**src/common/irq_io_pkg.sv**
```systemverilog
/*
 * Constants for the bit-serial interrupt and port interface.
 * Assumes a single 20 MHz system clock and plain pin ports.
 */
`default_nettype none
package irq_io_pkg;
    localparam int SEL_W = 5;
    localparam int NUM_DED_IRQ = 6;
    localparam int NUM_SHARED = 9;
    localparam int NUM_DED_PORT = 7;
    localparam int NUM_IRQ = 15;
    localparam int NUM_PORT = 16;
    localparam logic [4:0] SEL_CONTROL = 5'h00;
    localparam logic [4:0] SEL_SOFT_RESET = 5'h0f;
    localparam logic [4:0] SEL_PORT_BASE = 5'h10;
    localparam logic [3:0] CODE_IDLE = 4'hf;
    localparam logic [3:0] CODE_RESET = 4'h0;
    localparam logic [14:0] MASK_RESET = 15'h0000;
    localparam logic [15:0] PORT_DIR_RESET = 16'h0000;
    localparam logic [15:0] PORT_VAL_RESET = 16'h0000;
    localparam logic CTRL_RESET = 1'b0;
    localparam logic CTRL_CLOCK_MODE = 1'b1;
endpackage : irq_io_pkg
`default_nettype wire

```
**src/hw/irq_io_top.sv**
```systemverilog
/*
 * Interrupt prioritiser with sixteen programmable ports behind a
 * bit-addressed serial bus. Assumes bus pins and strobe are asynchronous
 * to MCLK_I and the strobe is high for at least two clock periods.
 */
`default_nettype none
module irq_io_top
    import irq_io_pkg::*;
(
    input wire logic MCLK_I,
    input wire logic RST_I,
    input wire logic CHIP_SELECT_N_I,
    input wire logic [SEL_W-1:0] BIT_SELECT_CODE_I,
    input wire logic WRITE_DATA_I,
    input wire logic WRITE_STROBE_I,
    input wire logic [NUM_DED_IRQ-1:0] DEDICATED_IRQ_INPUTS_N_I,
    input wire logic [NUM_SHARED-1:0] SHARED_IRQ_PORT_PINS_I,
    output logic [NUM_SHARED-1:0] SHARED_IRQ_PORT_PINS_O,
    output logic [NUM_SHARED-1:0] SHARED_IRQ_PORT_PINS_OE_N_O,
    input wire logic [NUM_DED_PORT-1:0] DEDICATED_PORT_PINS_I,
    output logic [NUM_DED_PORT-1:0] DEDICATED_PORT_PINS_O,
    output logic [NUM_DED_PORT-1:0] DEDICATED_PORT_PINS_OE_N_O,
    output logic READ_DATA_O,
    output logic READ_DATA_OE_N_O,
    output logic INTERRUPT_REQUEST_N_O,
    output logic [3:0] PRIORITY_CODE_OUT_O,
    output logic CLOCK_MODE_O
);
    // ------------------------------------------------------------
    // Pin synchronisers
    // ------------------------------------------------------------
    localparam int NSYNC = NUM_DED_IRQ + NUM_SHARED + NUM_DED_PORT + SEL_W + 3;
    logic [NSYNC-1:0] raw_pins;
    logic [NSYNC-1:0] syn;
    logic [NUM_DED_IRQ-1:0] ded_irq_n;
    logic [NUM_SHARED-1:0] shared_in;
    logic [NUM_DED_PORT-1:0] ded_port_in;
    logic [SEL_W-1:0] sel;
    logic cs_n, wdata, strobe;

    assign raw_pins = {DEDICATED_IRQ_INPUTS_N_I, SHARED_IRQ_PORT_PINS_I,
                       DEDICATED_PORT_PINS_I, BIT_SELECT_CODE_I,
                       CHIP_SELECT_N_I, WRITE_DATA_I, WRITE_STROBE_I};

    pin_sync #(.W(NSYNC)) u_sync (
        .clk_i(MCLK_I),
        .rst_i(RST_I),
        .d_i(raw_pins),
        .q_o(syn)
    );

    assign {ded_irq_n, shared_in, ded_port_in, sel, cs_n, wdata, strobe} = syn;

    // ------------------------------------------------------------
    // State
    // ------------------------------------------------------------
    typedef struct packed {
        logic ctrl;
        logic [NUM_IRQ-1:0] mask;
        logic [NUM_PORT-1:0] dir;
        logic [NUM_PORT-1:0] val;
        logic strobe_d;
        logic irq_n;
        logic [3:0] code;
        logic rdata;
        logic rdata_oe_n;
    } st_s;
    st_s st_q, st_d;

    // Port pin levels: port n is dedicated for n<7, shared pin (15-n) otherwise
    logic [NUM_PORT-1:0] port_pin;
    // Interrupt pins, index 0 is interrupt one
    logic [NUM_IRQ-1:0] irq_pin_n;
    logic [NUM_IRQ-1:0] irq_act;
    logic any_irq;
    logic [3:0] enc_code;

    genvar g;
    generate
        for (g = 0; g < NUM_SHARED; g++) begin : g_shared
            assign irq_pin_n[NUM_DED_IRQ + g] = shared_in[g];
            assign port_pin[NUM_PORT - 1 - g] = shared_in[g];
        end
    endgenerate
    assign irq_pin_n[NUM_DED_IRQ-1:0] = ded_irq_n;
    assign port_pin[NUM_DED_PORT-1:0] = ded_port_in;

    assign irq_act = ~irq_pin_n & st_q.mask;

    prio_encoder #(.N(NUM_IRQ)) u_enc (
        .req_i(irq_act),
        .any_o(any_irq),
        .code_o(enc_code)
    );

    function automatic logic port_sel(input logic [SEL_W-1:0] s);
        return s >= SEL_PORT_BASE;
    endfunction : port_sel

    // Read mux over the 32 bit positions
    function automatic logic read_bit(input logic [SEL_W-1:0] s, input st_s q,
                                      input logic [NUM_IRQ-1:0] pins_n,
                                      input logic [NUM_PORT-1:0] ports);
        logic r;
        r = 1'b0;
        if (port_sel(s)) begin
            r = ports[s[3:0]];
        end else if (s == SEL_CONTROL) begin
            r = q.ctrl;
        end else if (s == SEL_SOFT_RESET && q.ctrl == CTRL_CLOCK_MODE) begin
            r = q.irq_n;
        end else if (s != SEL_CONTROL) begin
            r = pins_n[4'(s) - 4'h1];
        end
        return r;
    endfunction : read_bit

    // ------------------------------------------------------------
    // Next state
    // ------------------------------------------------------------
    logic wr_evt;
    logic [NUM_PORT-1:0] port_read;
    assign wr_evt = strobe & ~st_q.strobe_d & ~cs_n;
    generate
        for (g = 0; g < NUM_PORT; g++) begin : g_prd
            // Output ports read back their latched value
            assign port_read[g] = st_q.dir[g] ? st_q.val[g] : port_pin[g];
        end
    endgenerate

    always_comb begin
        st_d = st_q;
        st_d.strobe_d = strobe;
        if (wr_evt) begin
            if (sel == SEL_CONTROL) begin
                st_d.ctrl = wdata;
            end else if (port_sel(sel)) begin
                st_d.dir[sel[3:0]] = 1'b1;
                st_d.val[sel[3:0]] = wdata;
            end else if (st_q.ctrl == CTRL_CLOCK_MODE) begin
                if (sel == SEL_SOFT_RESET && !wdata) begin
                    st_d.dir = PORT_DIR_RESET;
                end
            end else begin
                st_d.mask[4'(sel) - 4'h1] = wdata;
            end
        end
        // Interrupt outputs ignore chip select
        st_d.irq_n = ~any_irq;
        st_d.code = any_irq ? enc_code : CODE_IDLE;
        st_d.rdata = read_bit(sel, st_q, irq_pin_n, port_read);
        st_d.rdata_oe_n = cs_n;
    end

    always_ff @(posedge MCLK_I) begin
        if (RST_I) begin
            st_q.ctrl <= CTRL_RESET;
            st_q.mask <= MASK_RESET;
            st_q.dir <= PORT_DIR_RESET;
            st_q.val <= PORT_VAL_RESET;
            st_q.strobe_d <= 1'b1;
            st_q.irq_n <= 1'b1;
            st_q.code <= CODE_RESET;
            st_q.rdata <= 1'b0;
            st_q.rdata_oe_n <= 1'b1;
        end else begin
            st_q <= st_d;
        end
    end

    // ------------------------------------------------------------
    // Outputs
    // ------------------------------------------------------------
    generate
        for (g = 0; g < NUM_SHARED; g++) begin : g_sho
            assign SHARED_IRQ_PORT_PINS_O[g] = st_q.val[NUM_PORT - 1 - g];
            assign SHARED_IRQ_PORT_PINS_OE_N_O[g] = ~st_q.dir[NUM_PORT - 1 - g];
        end
    endgenerate
    assign DEDICATED_PORT_PINS_O = st_q.val[NUM_DED_PORT-1:0];
    assign DEDICATED_PORT_PINS_OE_N_O = ~st_q.dir[NUM_DED_PORT-1:0];
    assign READ_DATA_O = st_q.rdata;
    assign READ_DATA_OE_N_O = st_q.rdata_oe_n;
    assign INTERRUPT_REQUEST_N_O = st_q.irq_n;
    assign PRIORITY_CODE_OUT_O = st_q.code;
    assign CLOCK_MODE_O = st_q.ctrl;

    // ------------------------------------------------------------
    // Assertions
    // ------------------------------------------------------------
    property p_req_low;
        @(posedge MCLK_I) disable iff (RST_I) (|irq_act) |=> !INTERRUPT_REQUEST_N_O;
    endproperty
    a_req_low: assert property (p_req_low) else $error("request not asserted");

    property p_req_high;
        @(posedge MCLK_I) disable iff (RST_I) !(|irq_act) |=> INTERRUPT_REQUEST_N_O;
    endproperty
    a_req_high: assert property (p_req_high) else $error("request not released");

    property p_code_one;
        @(posedge MCLK_I) disable iff (RST_I) irq_act[0] |=> PRIORITY_CODE_OUT_O == 4'h1;
    endproperty
    a_code_one: assert property (p_code_one) else $error("interrupt one not first");

    property p_idle_code;
        @(posedge MCLK_I) disable iff (RST_I)
            INTERRUPT_REQUEST_N_O && !$past(RST_I) |-> PRIORITY_CODE_OUT_O == CODE_IDLE;
    endproperty
    a_idle_code: assert property (p_idle_code) else $error("idle code not all ones");

    property p_code_match;
        @(posedge MCLK_I) disable iff (RST_I) any_irq |=> PRIORITY_CODE_OUT_O == $past(enc_code);
    endproperty
    a_code_match: assert property (p_code_match) else $error("code mismatch");

    property p_float;
        @(posedge MCLK_I) disable iff (RST_I) cs_n |=> READ_DATA_OE_N_O;
    endproperty
    a_float: assert property (p_float) else $error("read data driven while idle");

    property p_no_write_idle;
        @(posedge MCLK_I) disable iff (RST_I) cs_n |=> $stable(st_q.mask) && $stable(st_q.dir);
    endproperty
    a_no_write_idle: assert property (p_no_write_idle) else $error("write while deselected");

    property p_port_write;
        @(posedge MCLK_I) disable iff (RST_I) wr_evt && port_sel(sel)
            |=> st_q.dir[$past(sel[3:0])] && st_q.val[$past(sel[3:0])] == $past(wdata);
    endproperty
    a_port_write: assert property (p_port_write) else $error("port write lost");

    property p_soft_reset;
        @(posedge MCLK_I) disable iff (RST_I) wr_evt && sel == SEL_SOFT_RESET
            && st_q.ctrl && !wdata |=> st_q.dir == PORT_DIR_RESET;
    endproperty
    a_soft_reset: assert property (p_soft_reset) else $error("soft reset ignored");

    property p_reset_out;
        @(posedge MCLK_I) RST_I |=> INTERRUPT_REQUEST_N_O && PRIORITY_CODE_OUT_O == CODE_RESET
            && st_q.mask == MASK_RESET;
    endproperty
    a_reset_out: assert property (p_reset_out) else $error("reset state wrong");

    property p_mask_write;
        @(posedge MCLK_I) disable iff (RST_I) wr_evt && sel != SEL_CONTROL && !port_sel(sel)
            && st_q.ctrl != CTRL_CLOCK_MODE
            |=> st_q.mask[$past(4'(sel) - 4'h1)] == $past(wdata);
    endproperty
    a_mask_write: assert property (p_mask_write) else $error("mask write lost");

    property p_ctrl_write;
        @(posedge MCLK_I) disable iff (RST_I)
            wr_evt && sel == SEL_CONTROL |=> CLOCK_MODE_O == $past(wdata);
    endproperty
    a_ctrl_write: assert property (p_ctrl_write) else $error("control write lost");

    property p_clock_lock;
        @(posedge MCLK_I) disable iff (RST_I)
            wr_evt && st_q.ctrl == CTRL_CLOCK_MODE |=> $stable(st_q.mask);
    endproperty
    a_clock_lock: assert property (p_clock_lock) else $error("mask written in clock mode");

    property p_read_drive;
        @(posedge MCLK_I) disable iff (RST_I) !cs_n |=> !READ_DATA_OE_N_O;
    endproperty
    a_read_drive: assert property (p_read_drive) else $error("read data not driven");

    property p_read_ctrl;
        @(posedge MCLK_I) disable iff (RST_I)
            !cs_n && sel == SEL_CONTROL |=> READ_DATA_O == $past(st_q.ctrl);
    endproperty
    a_read_ctrl: assert property (p_read_ctrl) else $error("control read wrong");

    property p_read_irq;
        @(posedge MCLK_I) disable iff (RST_I) !cs_n && sel != SEL_CONTROL && !port_sel(sel)
            && st_q.ctrl != CTRL_CLOCK_MODE
            |=> READ_DATA_O == $past(irq_pin_n[4'(sel) - 4'h1]);
    endproperty
    a_read_irq: assert property (p_read_irq) else $error("interrupt pin read wrong");

    property p_clock_read;
        @(posedge MCLK_I) disable iff (RST_I) !cs_n && sel == SEL_SOFT_RESET
            && st_q.ctrl == CTRL_CLOCK_MODE |=> READ_DATA_O == $past(st_q.irq_n);
    endproperty
    a_clock_read: assert property (p_clock_read) else $error("request read wrong");

    property p_read_port;
        @(posedge MCLK_I) disable iff (RST_I) !cs_n && port_sel(sel) && !st_q.dir[sel[3:0]]
            |=> READ_DATA_O == $past(port_pin[sel[3:0]]);
    endproperty
    a_read_port: assert property (p_read_port) else $error("input port read wrong");

    property p_cs_ignored;
        @(posedge MCLK_I) disable iff (RST_I)
            !$past(RST_I) && $changed(cs_n) && $stable(irq_act)
            |=> $stable(INTERRUPT_REQUEST_N_O) && $stable(PRIORITY_CODE_OUT_O);
    endproperty
    a_cs_ignored: assert property (p_cs_ignored) else $error("chip select moved outputs");

    property p_dir_sticky;
        @(posedge MCLK_I) disable iff (RST_I)
            !(wr_evt && sel == SEL_SOFT_RESET)
            |=> (st_q.dir & $past(st_q.dir)) == $past(st_q.dir);
    endproperty
    a_dir_sticky: assert property (p_dir_sticky) else $error("output port dropped");

    property p_ded_dir;
        @(posedge MCLK_I) disable iff (RST_I) wr_evt && port_sel(sel)
            && sel[3:0] < 4'(NUM_DED_PORT) |=> !DEDICATED_PORT_PINS_OE_N_O[$past(sel[2:0])];
    endproperty
    a_ded_dir: assert property (p_ded_dir) else $error("dedicated port not driven");

    property p_shared_dir;
        @(posedge MCLK_I) disable iff (RST_I) wr_evt && port_sel(sel)
            && sel[3:0] >= 4'(NUM_DED_PORT)
            |=> !SHARED_IRQ_PORT_PINS_OE_N_O[4'(NUM_PORT - 1) - $past(sel[3:0])];
    endproperty
    a_shared_dir: assert property (p_shared_dir) else $error("shared port not driven");

    c_irq: cover property (@(posedge MCLK_I) disable iff (RST_I) !INTERRUPT_REQUEST_N_O);
    c_port: cover property (@(posedge MCLK_I) disable iff (RST_I) wr_evt && port_sel(sel));
    c_soft: cover property (@(posedge MCLK_I) disable iff (RST_I)
        wr_evt && sel == SEL_SOFT_RESET && st_q.ctrl);
    c_read: cover property (@(posedge MCLK_I) disable iff (RST_I) !cs_n && !READ_DATA_OE_N_O);
    c_mask: cover property (@(posedge MCLK_I) disable iff (RST_I)
        wr_evt && sel != SEL_CONTROL && !port_sel(sel));
endmodule : irq_io_top
`default_nettype wire

```
**src/hw/pin_sync.sv**
```systemverilog
/*
 * Two-flop synchroniser for a vector of asynchronous pin levels.
 * Assumes the pins are unrelated to MCLK_I.
 */
`default_nettype none
module pin_sync #(
    parameter int W = 1
) (
    input wire logic clk_i,
    input wire logic rst_i,
    input wire logic [W-1:0] d_i,
    output logic [W-1:0] q_o
);
    typedef struct packed {
        logic [W-1:0] s1;
        logic [W-1:0] s2;
    } st_s;
    st_s st_q, st_d;

    always_comb begin
        st_d = st_q;
        st_d.s1 = d_i;
        st_d.s2 = st_q.s1;
    end

    always_ff @(posedge clk_i) begin
        if (rst_i) begin
            st_q <= '1;
        end else begin
            st_q <= st_d;
        end
    end

    assign q_o = st_q.s2;
endmodule : pin_sync
`default_nettype wire

```
**src/hw/prio_encoder.sv**
```systemverilog
/*
 * Priority encoder: lowest set index wins, reports its number (1..15).
 * Assumes bit 0 of the request vector is interrupt one.
 */
`default_nettype none
module prio_encoder
    import irq_io_pkg::*;
#(
    parameter int N = NUM_IRQ
) (
    input wire logic [N-1:0] req_i,
    output logic any_o,
    output logic [3:0] code_o
);
    always_comb begin
        any_o = 1'b0;
        code_o = CODE_IDLE;
        for (int i = N - 1; i >= 0; i--) begin
            if (req_i[i]) begin
                any_o = 1'b1;
                code_o = 4'(i + 1);
            end
        end
    end
endmodule : prio_encoder
`default_nettype wire

```
**config.mk**
```make
export PLATFORM = sky130hd
export DESIGN_NAME = irq_io_top
export DESIGN_NICKNAME = d
export VERILOG_FILES = /design/src/common/irq_io_pkg.sv /design/src/hw/irq_io_top.sv /design/src/hw/pin_sync.sv /design/src/hw/prio_encoder.sv
export SDC_FILE = /design/constraint.sdc
export NUM_CORES = 1
export LEC_CHECK = 0
export ABC_AREA = 1
export BUFFER_PORTS_ARGS = -buffer_cell sky130_fd_sc_hd__buf_2
export CORE_MARGIN = 1.5
export CORE_UTILIZATION = 55
export DETAILED_ROUTE_END_ITERATION = 10
export MAX_ROUTING_LAYER = met4
export PLACE_DENSITY = 0.78
export SLEW_MARGIN = 10
export SYNTH_ARGS = -nofsm -noshare
export SYNTH_HDL_FRONTEND = slang
export SYNTH_SLANG_ARGS = --single-unit
export TNS_END_PERCENT = 20
```
**constraint.sdc**
```tcl
create_clock -name MCLK_I -period 3.3 [get_ports MCLK_I]
set_input_delay 0.495 -clock MCLK_I [delete_from_list [all_inputs] [get_ports MCLK_I]]
set_output_delay 0.495 -clock MCLK_I [all_outputs]
set_load 0.05 [all_outputs]
```
# Yosys cells after proc, flatten, opt, wreduce, memory -nomap -nowiden
# Index checks and enable logic that the tools add are counted.
# word_totals
ff_bits	116
elab_cells	115
input_bits	32
# classes
n_bitwise	21
n_reduce_logical	13
addsub	1
order_cmp	5
n_eq_ne	1
mux	63
# ops
op	count
two-way mux 16 bit	3
two-way mux 1 bit	40
two-way mux 4 bit	8
bitwise mux 16 bit	1
OR 16 bit	1
bitwise AND 15 bit	1
bitwise mux 15 bit	1
NOT 1 bit	15
NOT 15 bit	1
two-way mux 3 bit	4
< comparator 4 x 5 -> 1 bit (second input constant)	2
binary-select mux 1 bit (select 4 bit)	2
demux 1 bit (select 4 bit)	2
greater-or-equal comparator 4 x 1 -> 1 bit (second input constant)	2
AND reduction 4 bit	2
NOT 7 bit	1
equality test 5 x 4 -> 1 bit (second input constant)	1
greater-or-equal comparator 5 bit (second input constant)	1
logical NOT 5 bit	1
nonzero test 5 bit	1
logical AND 1 bit	4
two-way mux 2 bit	2
nonzero test 2 bit	2
subtractor 4 x 1 -> 4 bit (second input constant)	1
4 further kinds	5

# Logic depth before layout (Yosys ltp)
# logic_depth
ltp_word	18
ltp_mapped	15

# By module
# A second synthesis with hierarchy kept.
# hier_totals
hier_cells	687
area_unflattened_um2	4934.7
# modules_own_cells
module	area_per_inst_um2	seq_area_each_um2	n_inst	cells_each
irq_io_top	3036.7	1121.1	1	458
pin_sync	1722.9	1201.2	1	187
prio_encoder	175.2	0.0	1	42

# Worst setup path after synthesis
# OpenSTA, ideal clock, no wires.
# synth_timing
path_type	register to register
from	register u_sync.st_q, in the netlist u_sync.q_o[3]
to	register st_q[44] (netlist bit)
t_arrival_ps	1766
slack_ps	1464
stages_incl_launch_ff	13
synth_period_minus_slack_ps	1836
path_buffers	1
t_required_ps	3230
cell_sequence	dfxtp_1 -> inv_2 -> buf_2 -> ha_1 -> inv_1 -> nor2_2 -> inv_2 -> nand2_2 -> nor2_2 -> nand2_1 -> nor2_1 -> o21ai_0 -> a21oi_1
# synth_between
elab_chain_len	6
elab_cells_between_ends	12
# synth_rtl
element	line	text
start: declaration	pin_sync.sv:18	st_s st_q, st_d;
start signal: assignment	pin_sync.sv:30	st_q <= st_d;
subtractor 4 x 1 -> 4 bit	irq_io_top.sv:145	st_d.mask[4'(sel) - 4'h1] = wdata;
< comparator 4 x 5 -> 1 bit (not written as such) / greater-or-equal comparator 4 x 1 -> 1 bit (equally long branches)	irq_io_top.sv:145	
logical AND 1 bit (not written as such)	irq_io_top.sv:145	
two-way mux 1 bit (not written as such)	irq_io_top.sv:145	
demux 1 bit (select 4 bit)	irq_io_top.sv:145	
bitwise mux 15 bit	irq_io_top.sv:145	
end signal: assignment	irq_io_top.sv:167	st_q <= st_d;
end: declaration	irq_io_top.sv:68	st_s st_q, st_d;
# Several ways; a longest one is shown, not always the timed one.
# A chain may end at the register's enable or synchronous reset.

# Worst setup path in the final report
# layout_timing
from	register u_sync.st_q, in the netlist u_sync.q_o[3]
to	register st_q, in the netlist READ_DATA_O
# layout_between
elab_chain_len	7
elab_cells_between_ends	14
# layout_rtl
element	line	text
subtractor 4 x 1 -> 4 bit	irq_io_top.sv:113	r = pins_n[4'(s) - 4'h1];
binary-select mux 1 bit (select 4 bit)	irq_io_top.sv:113	
two-way mux 1 bit (not written as such)	irq_io_top.sv:113	
two-way mux 1 bit	irq_io_top.sv:112	end else if (s != SEL_CONTROL) begin
two-way mux 1 bit	irq_io_top.sv:110	end else if (s == SEL_SOFT_RESET && q.ctrl == CTRL_CLOCK_MODE) begin
two-way mux 1 bit	irq_io_top.sv:108	end else if (s == SEL_CONTROL) begin
two-way mux 1 bit *	irq_io_top.sv:106	if (port_sel(s)) begin
# Mark *: on every way between the ends. The rest lies on a longest branch, timed or not. The select of a mux whose other input is x is not followed.

==> reports/results.ini <==
[outcome]
outcome=complete, no violations

[global_route]
grtUsageTotal=0.267
gr-total-overflow=0
antenna_found_initial=0
grt_pass1_wl_microns=17100
grt_pass1_vias=3599
grt_start_max_net_pins=76

[timing]
drv_slew=0
tns_ns=0
finalHoldViolations=0
finalCritPeriodShare=0.698
worst_pin_slew_ns=0.816
fmax_mhz=434
min_period_ns=2.30
slew_headroom=0.455
rsz0062_at_grt=false
skew_ns=0.00597
finalSetupViolCount=0
fin_ws_ns=0.998

[logic_synthesis]
synthArstFlopShare=0
synthMuxAreaShare=0
synth_compound_gate_area_share=0.132
synth_top_family_by_area=simple AND/OR/NAND/NOR gates
synth_xor_area_frac=0.00717
synth_edf_count=0
ys_seq_area_frac=0.512
synth_area_leaders=dfxtp_1 (51%), or2_2 (8.4%), nor2_1 (7.4%), o21ai_0 (5.1%), inv_1 (4.9%)
yosysWarnings=0
synthAdderAreaFrac=0.0138
syn_inst=560
yosys.area.top_type=dfxtp_1
syn_avg_cell_area_sq_um=8.11
syn-cell-area_sq_um=4540
synthSimpleGateAreaFrac=0.235
ys.flop_type=dfxtp_1
syn_nets=597
synth_cell_type_count=34
netlist.area_leader.share=0.512
ys_ff_latch=116

[floorplanning]
start_util=0.578
rows=32
core_area_sq_um=7850
io_pins=72
die_w_microns=93.9
die_h_microns=93.9
die-area_sq_um=8810

[setup_path]
slowest_delay_ns=0.43
slowest_stage=ha_1
crit_chain=buf_4 -> inv_2 -> ha_1 -> inv_1 -> a21oi_1 -> a22oi_1 -> nand2_1 -> nand3_1 -> nand2_1 -> a21oi_1 -> nor2_1 -> nor2_1
worst_setup_path_end_kind=flop
startpoint=u_sync.q_o[3]
timing_worst_setup_path_type=reg -> reg
required_ns=3.73
critPathTopFamily=buffers and inverters
critPathArrivalTime_ns=2.73
startpoint_type=flop
worstPathMaxFanout=20
rr_startpoint=u_sync.q_o[3]
path_buf_inv=3

[routing]
wl_per_cell_microns=14.5
dr_total_vias=3774
drc=0
totalWireLength_microns=10600
ant_nets=0
via_per_inst=5.17
dr.pass1.iters=5
drt_iter0_drc=307

[finish]
nets=654
syn2layout_area_growth_pct=19.9
drive_above_1_share=0.277
fin_cells=730
nFillCells=646
final_cell_mix=dfxtp_1 (116), nor2_1 (89), buf_2 (71)
antenna-diode-count=0
final_core_util=0.693
regArea_sq_um=2320
multi_input_area_sq_um=1760
final_common_cell=dfxtp_1

[place]
dp.cells=700
io_buffers=71
place.gp.congestion=0.890
place_ws_ns=1.06
place_hpwl_microns=7060

[clock_network]
clk_pin_slew_worst_paths_ns=0.06
cts-htree-levels=4
postCtsSetupBuffers=0
cts_tree=yes
clock_sinks=116
holdBufCountCts=0
clockRootBuffer=clkbuf_8
clock_path_buffers=2
numCtsBuffers=17
cts_resized=0
clkLatencyLatePin_ns=0.51

[pwr]
finalPower_w=0.00351
power.density_nw_per_um2=645
cellLeakagePower_nw=2.44
irDropWorstVdd_mv=0.446

[worst_hold_path]
hp-start=DEDICATED_IRQ_INPUTS_N_I[1]
hold_path_class=in -> reg

[run]
drv_cap=0

-- power breakdown --
group / internal [W] / total (W) / switching (W) / leakage [nW]
clock: 0.00128 / 0.00190 / 0.000621 / 0.297
combinational: 0.0000599 / 0.000154 / 0.0000946 / 1.19
sequential: 0.00144 / 0.00146 / 0.0000167 / 0.951
-- flip-flops by register name, indices dropped and copies added, names as in the netlist --
signal and cells:
INTERRUPT_REQUEST_N_O 1, CLOCK_MODE_O 1, u_sync.q_o 30, st_q 32, READ_DATA_O 1, u_sync.st_d 30, DEDICATED_PORT_PINS_O 7, PRIORITY_CODE_OUT_O 4
READ_DATA_OE_N_O 1, SHARED_IRQ_PORT_PINS_O 9
-- metrics by stage --
stage / instance area [sq um] / hold slack (ns)
6_report: 5440 / 0.163
5_1_grt: 5440 / 0.137
4_1_cts: 5440 / 0.145
3_5_place_dp: 4830 / 0.392
3_3_place_gp: 4830 / 0.392
2_1_floorplan: 4540 / 0.389
-- synth_stat cells, types with 7 or more instances --
cell type / number
clkbuf_1: 11
or2_2: 61
nand3_1: 8
nor2_1: 89
a21oi_1: 38
nor3_1: 15
nand2_1: 46
inv_1: 59
o21ai_0: 46
o211ai_1: 7
buf_4: 20
dfxtp_1: 116
-- worst register-to-register path, delay by kind of cell, from the launching register on --
family	cells	cell delay [ns]
AND/OR/NAND/NOR	5	0.43
adder cells (fa/ha/maj)	1	0.44
buffers and inverters	3	0.61
flip-flops	1	0.30
AO/OA/AOI/OAI	3	0.44
-- per-layer routing --
layer / global-route usage / part of all wire
met2: 0.409 / 0.47
met1: 0.330 / 0.43
met4: 0.104 / 0.021
met3: 0.0801 / 0.080
met5: - / 0
-- kinds of logic after synthesis --
kind of cell | after synthesis
adders and majority gates | 5
buffers and inverters | 100
and+or+nand+nor | 228
AOI/OAI and AO/OA | 109
xor gates and xnor gates | 2
DFF | 116
-- final timing paths --
| path | to | slack [ns] | cells past startpoint |
|---|---|---|---|
| worst min register to register | u_sync.q_o[2] | 0.41 | 1 |
| worst max-delay path | READ_DATA_O | 1.0 | 12 |
| worst min-delay path | u_sync.st_d[25] | 0.16 | 2 |
| worst max register to register | READ_DATA_O | 1.0 | 12 |
-- area by class of cell --
| cell class | instances | share of cell area |
|---|---|---|
| Sequential cell | 116 | 0.427 |
| Tap cell | 102 | 0.0235 |
| Timing Repair Buffer | 74 | 0.0694 |
| Clock buffer | 22 | 0.0851 |
| Multi-Input combinational cell | 344 | 0.324 |
| Inverter | 64 | 0.0441 |
| Clock inverter | 8 | 0.0276 |
Power figures use the tool's default switching activity.
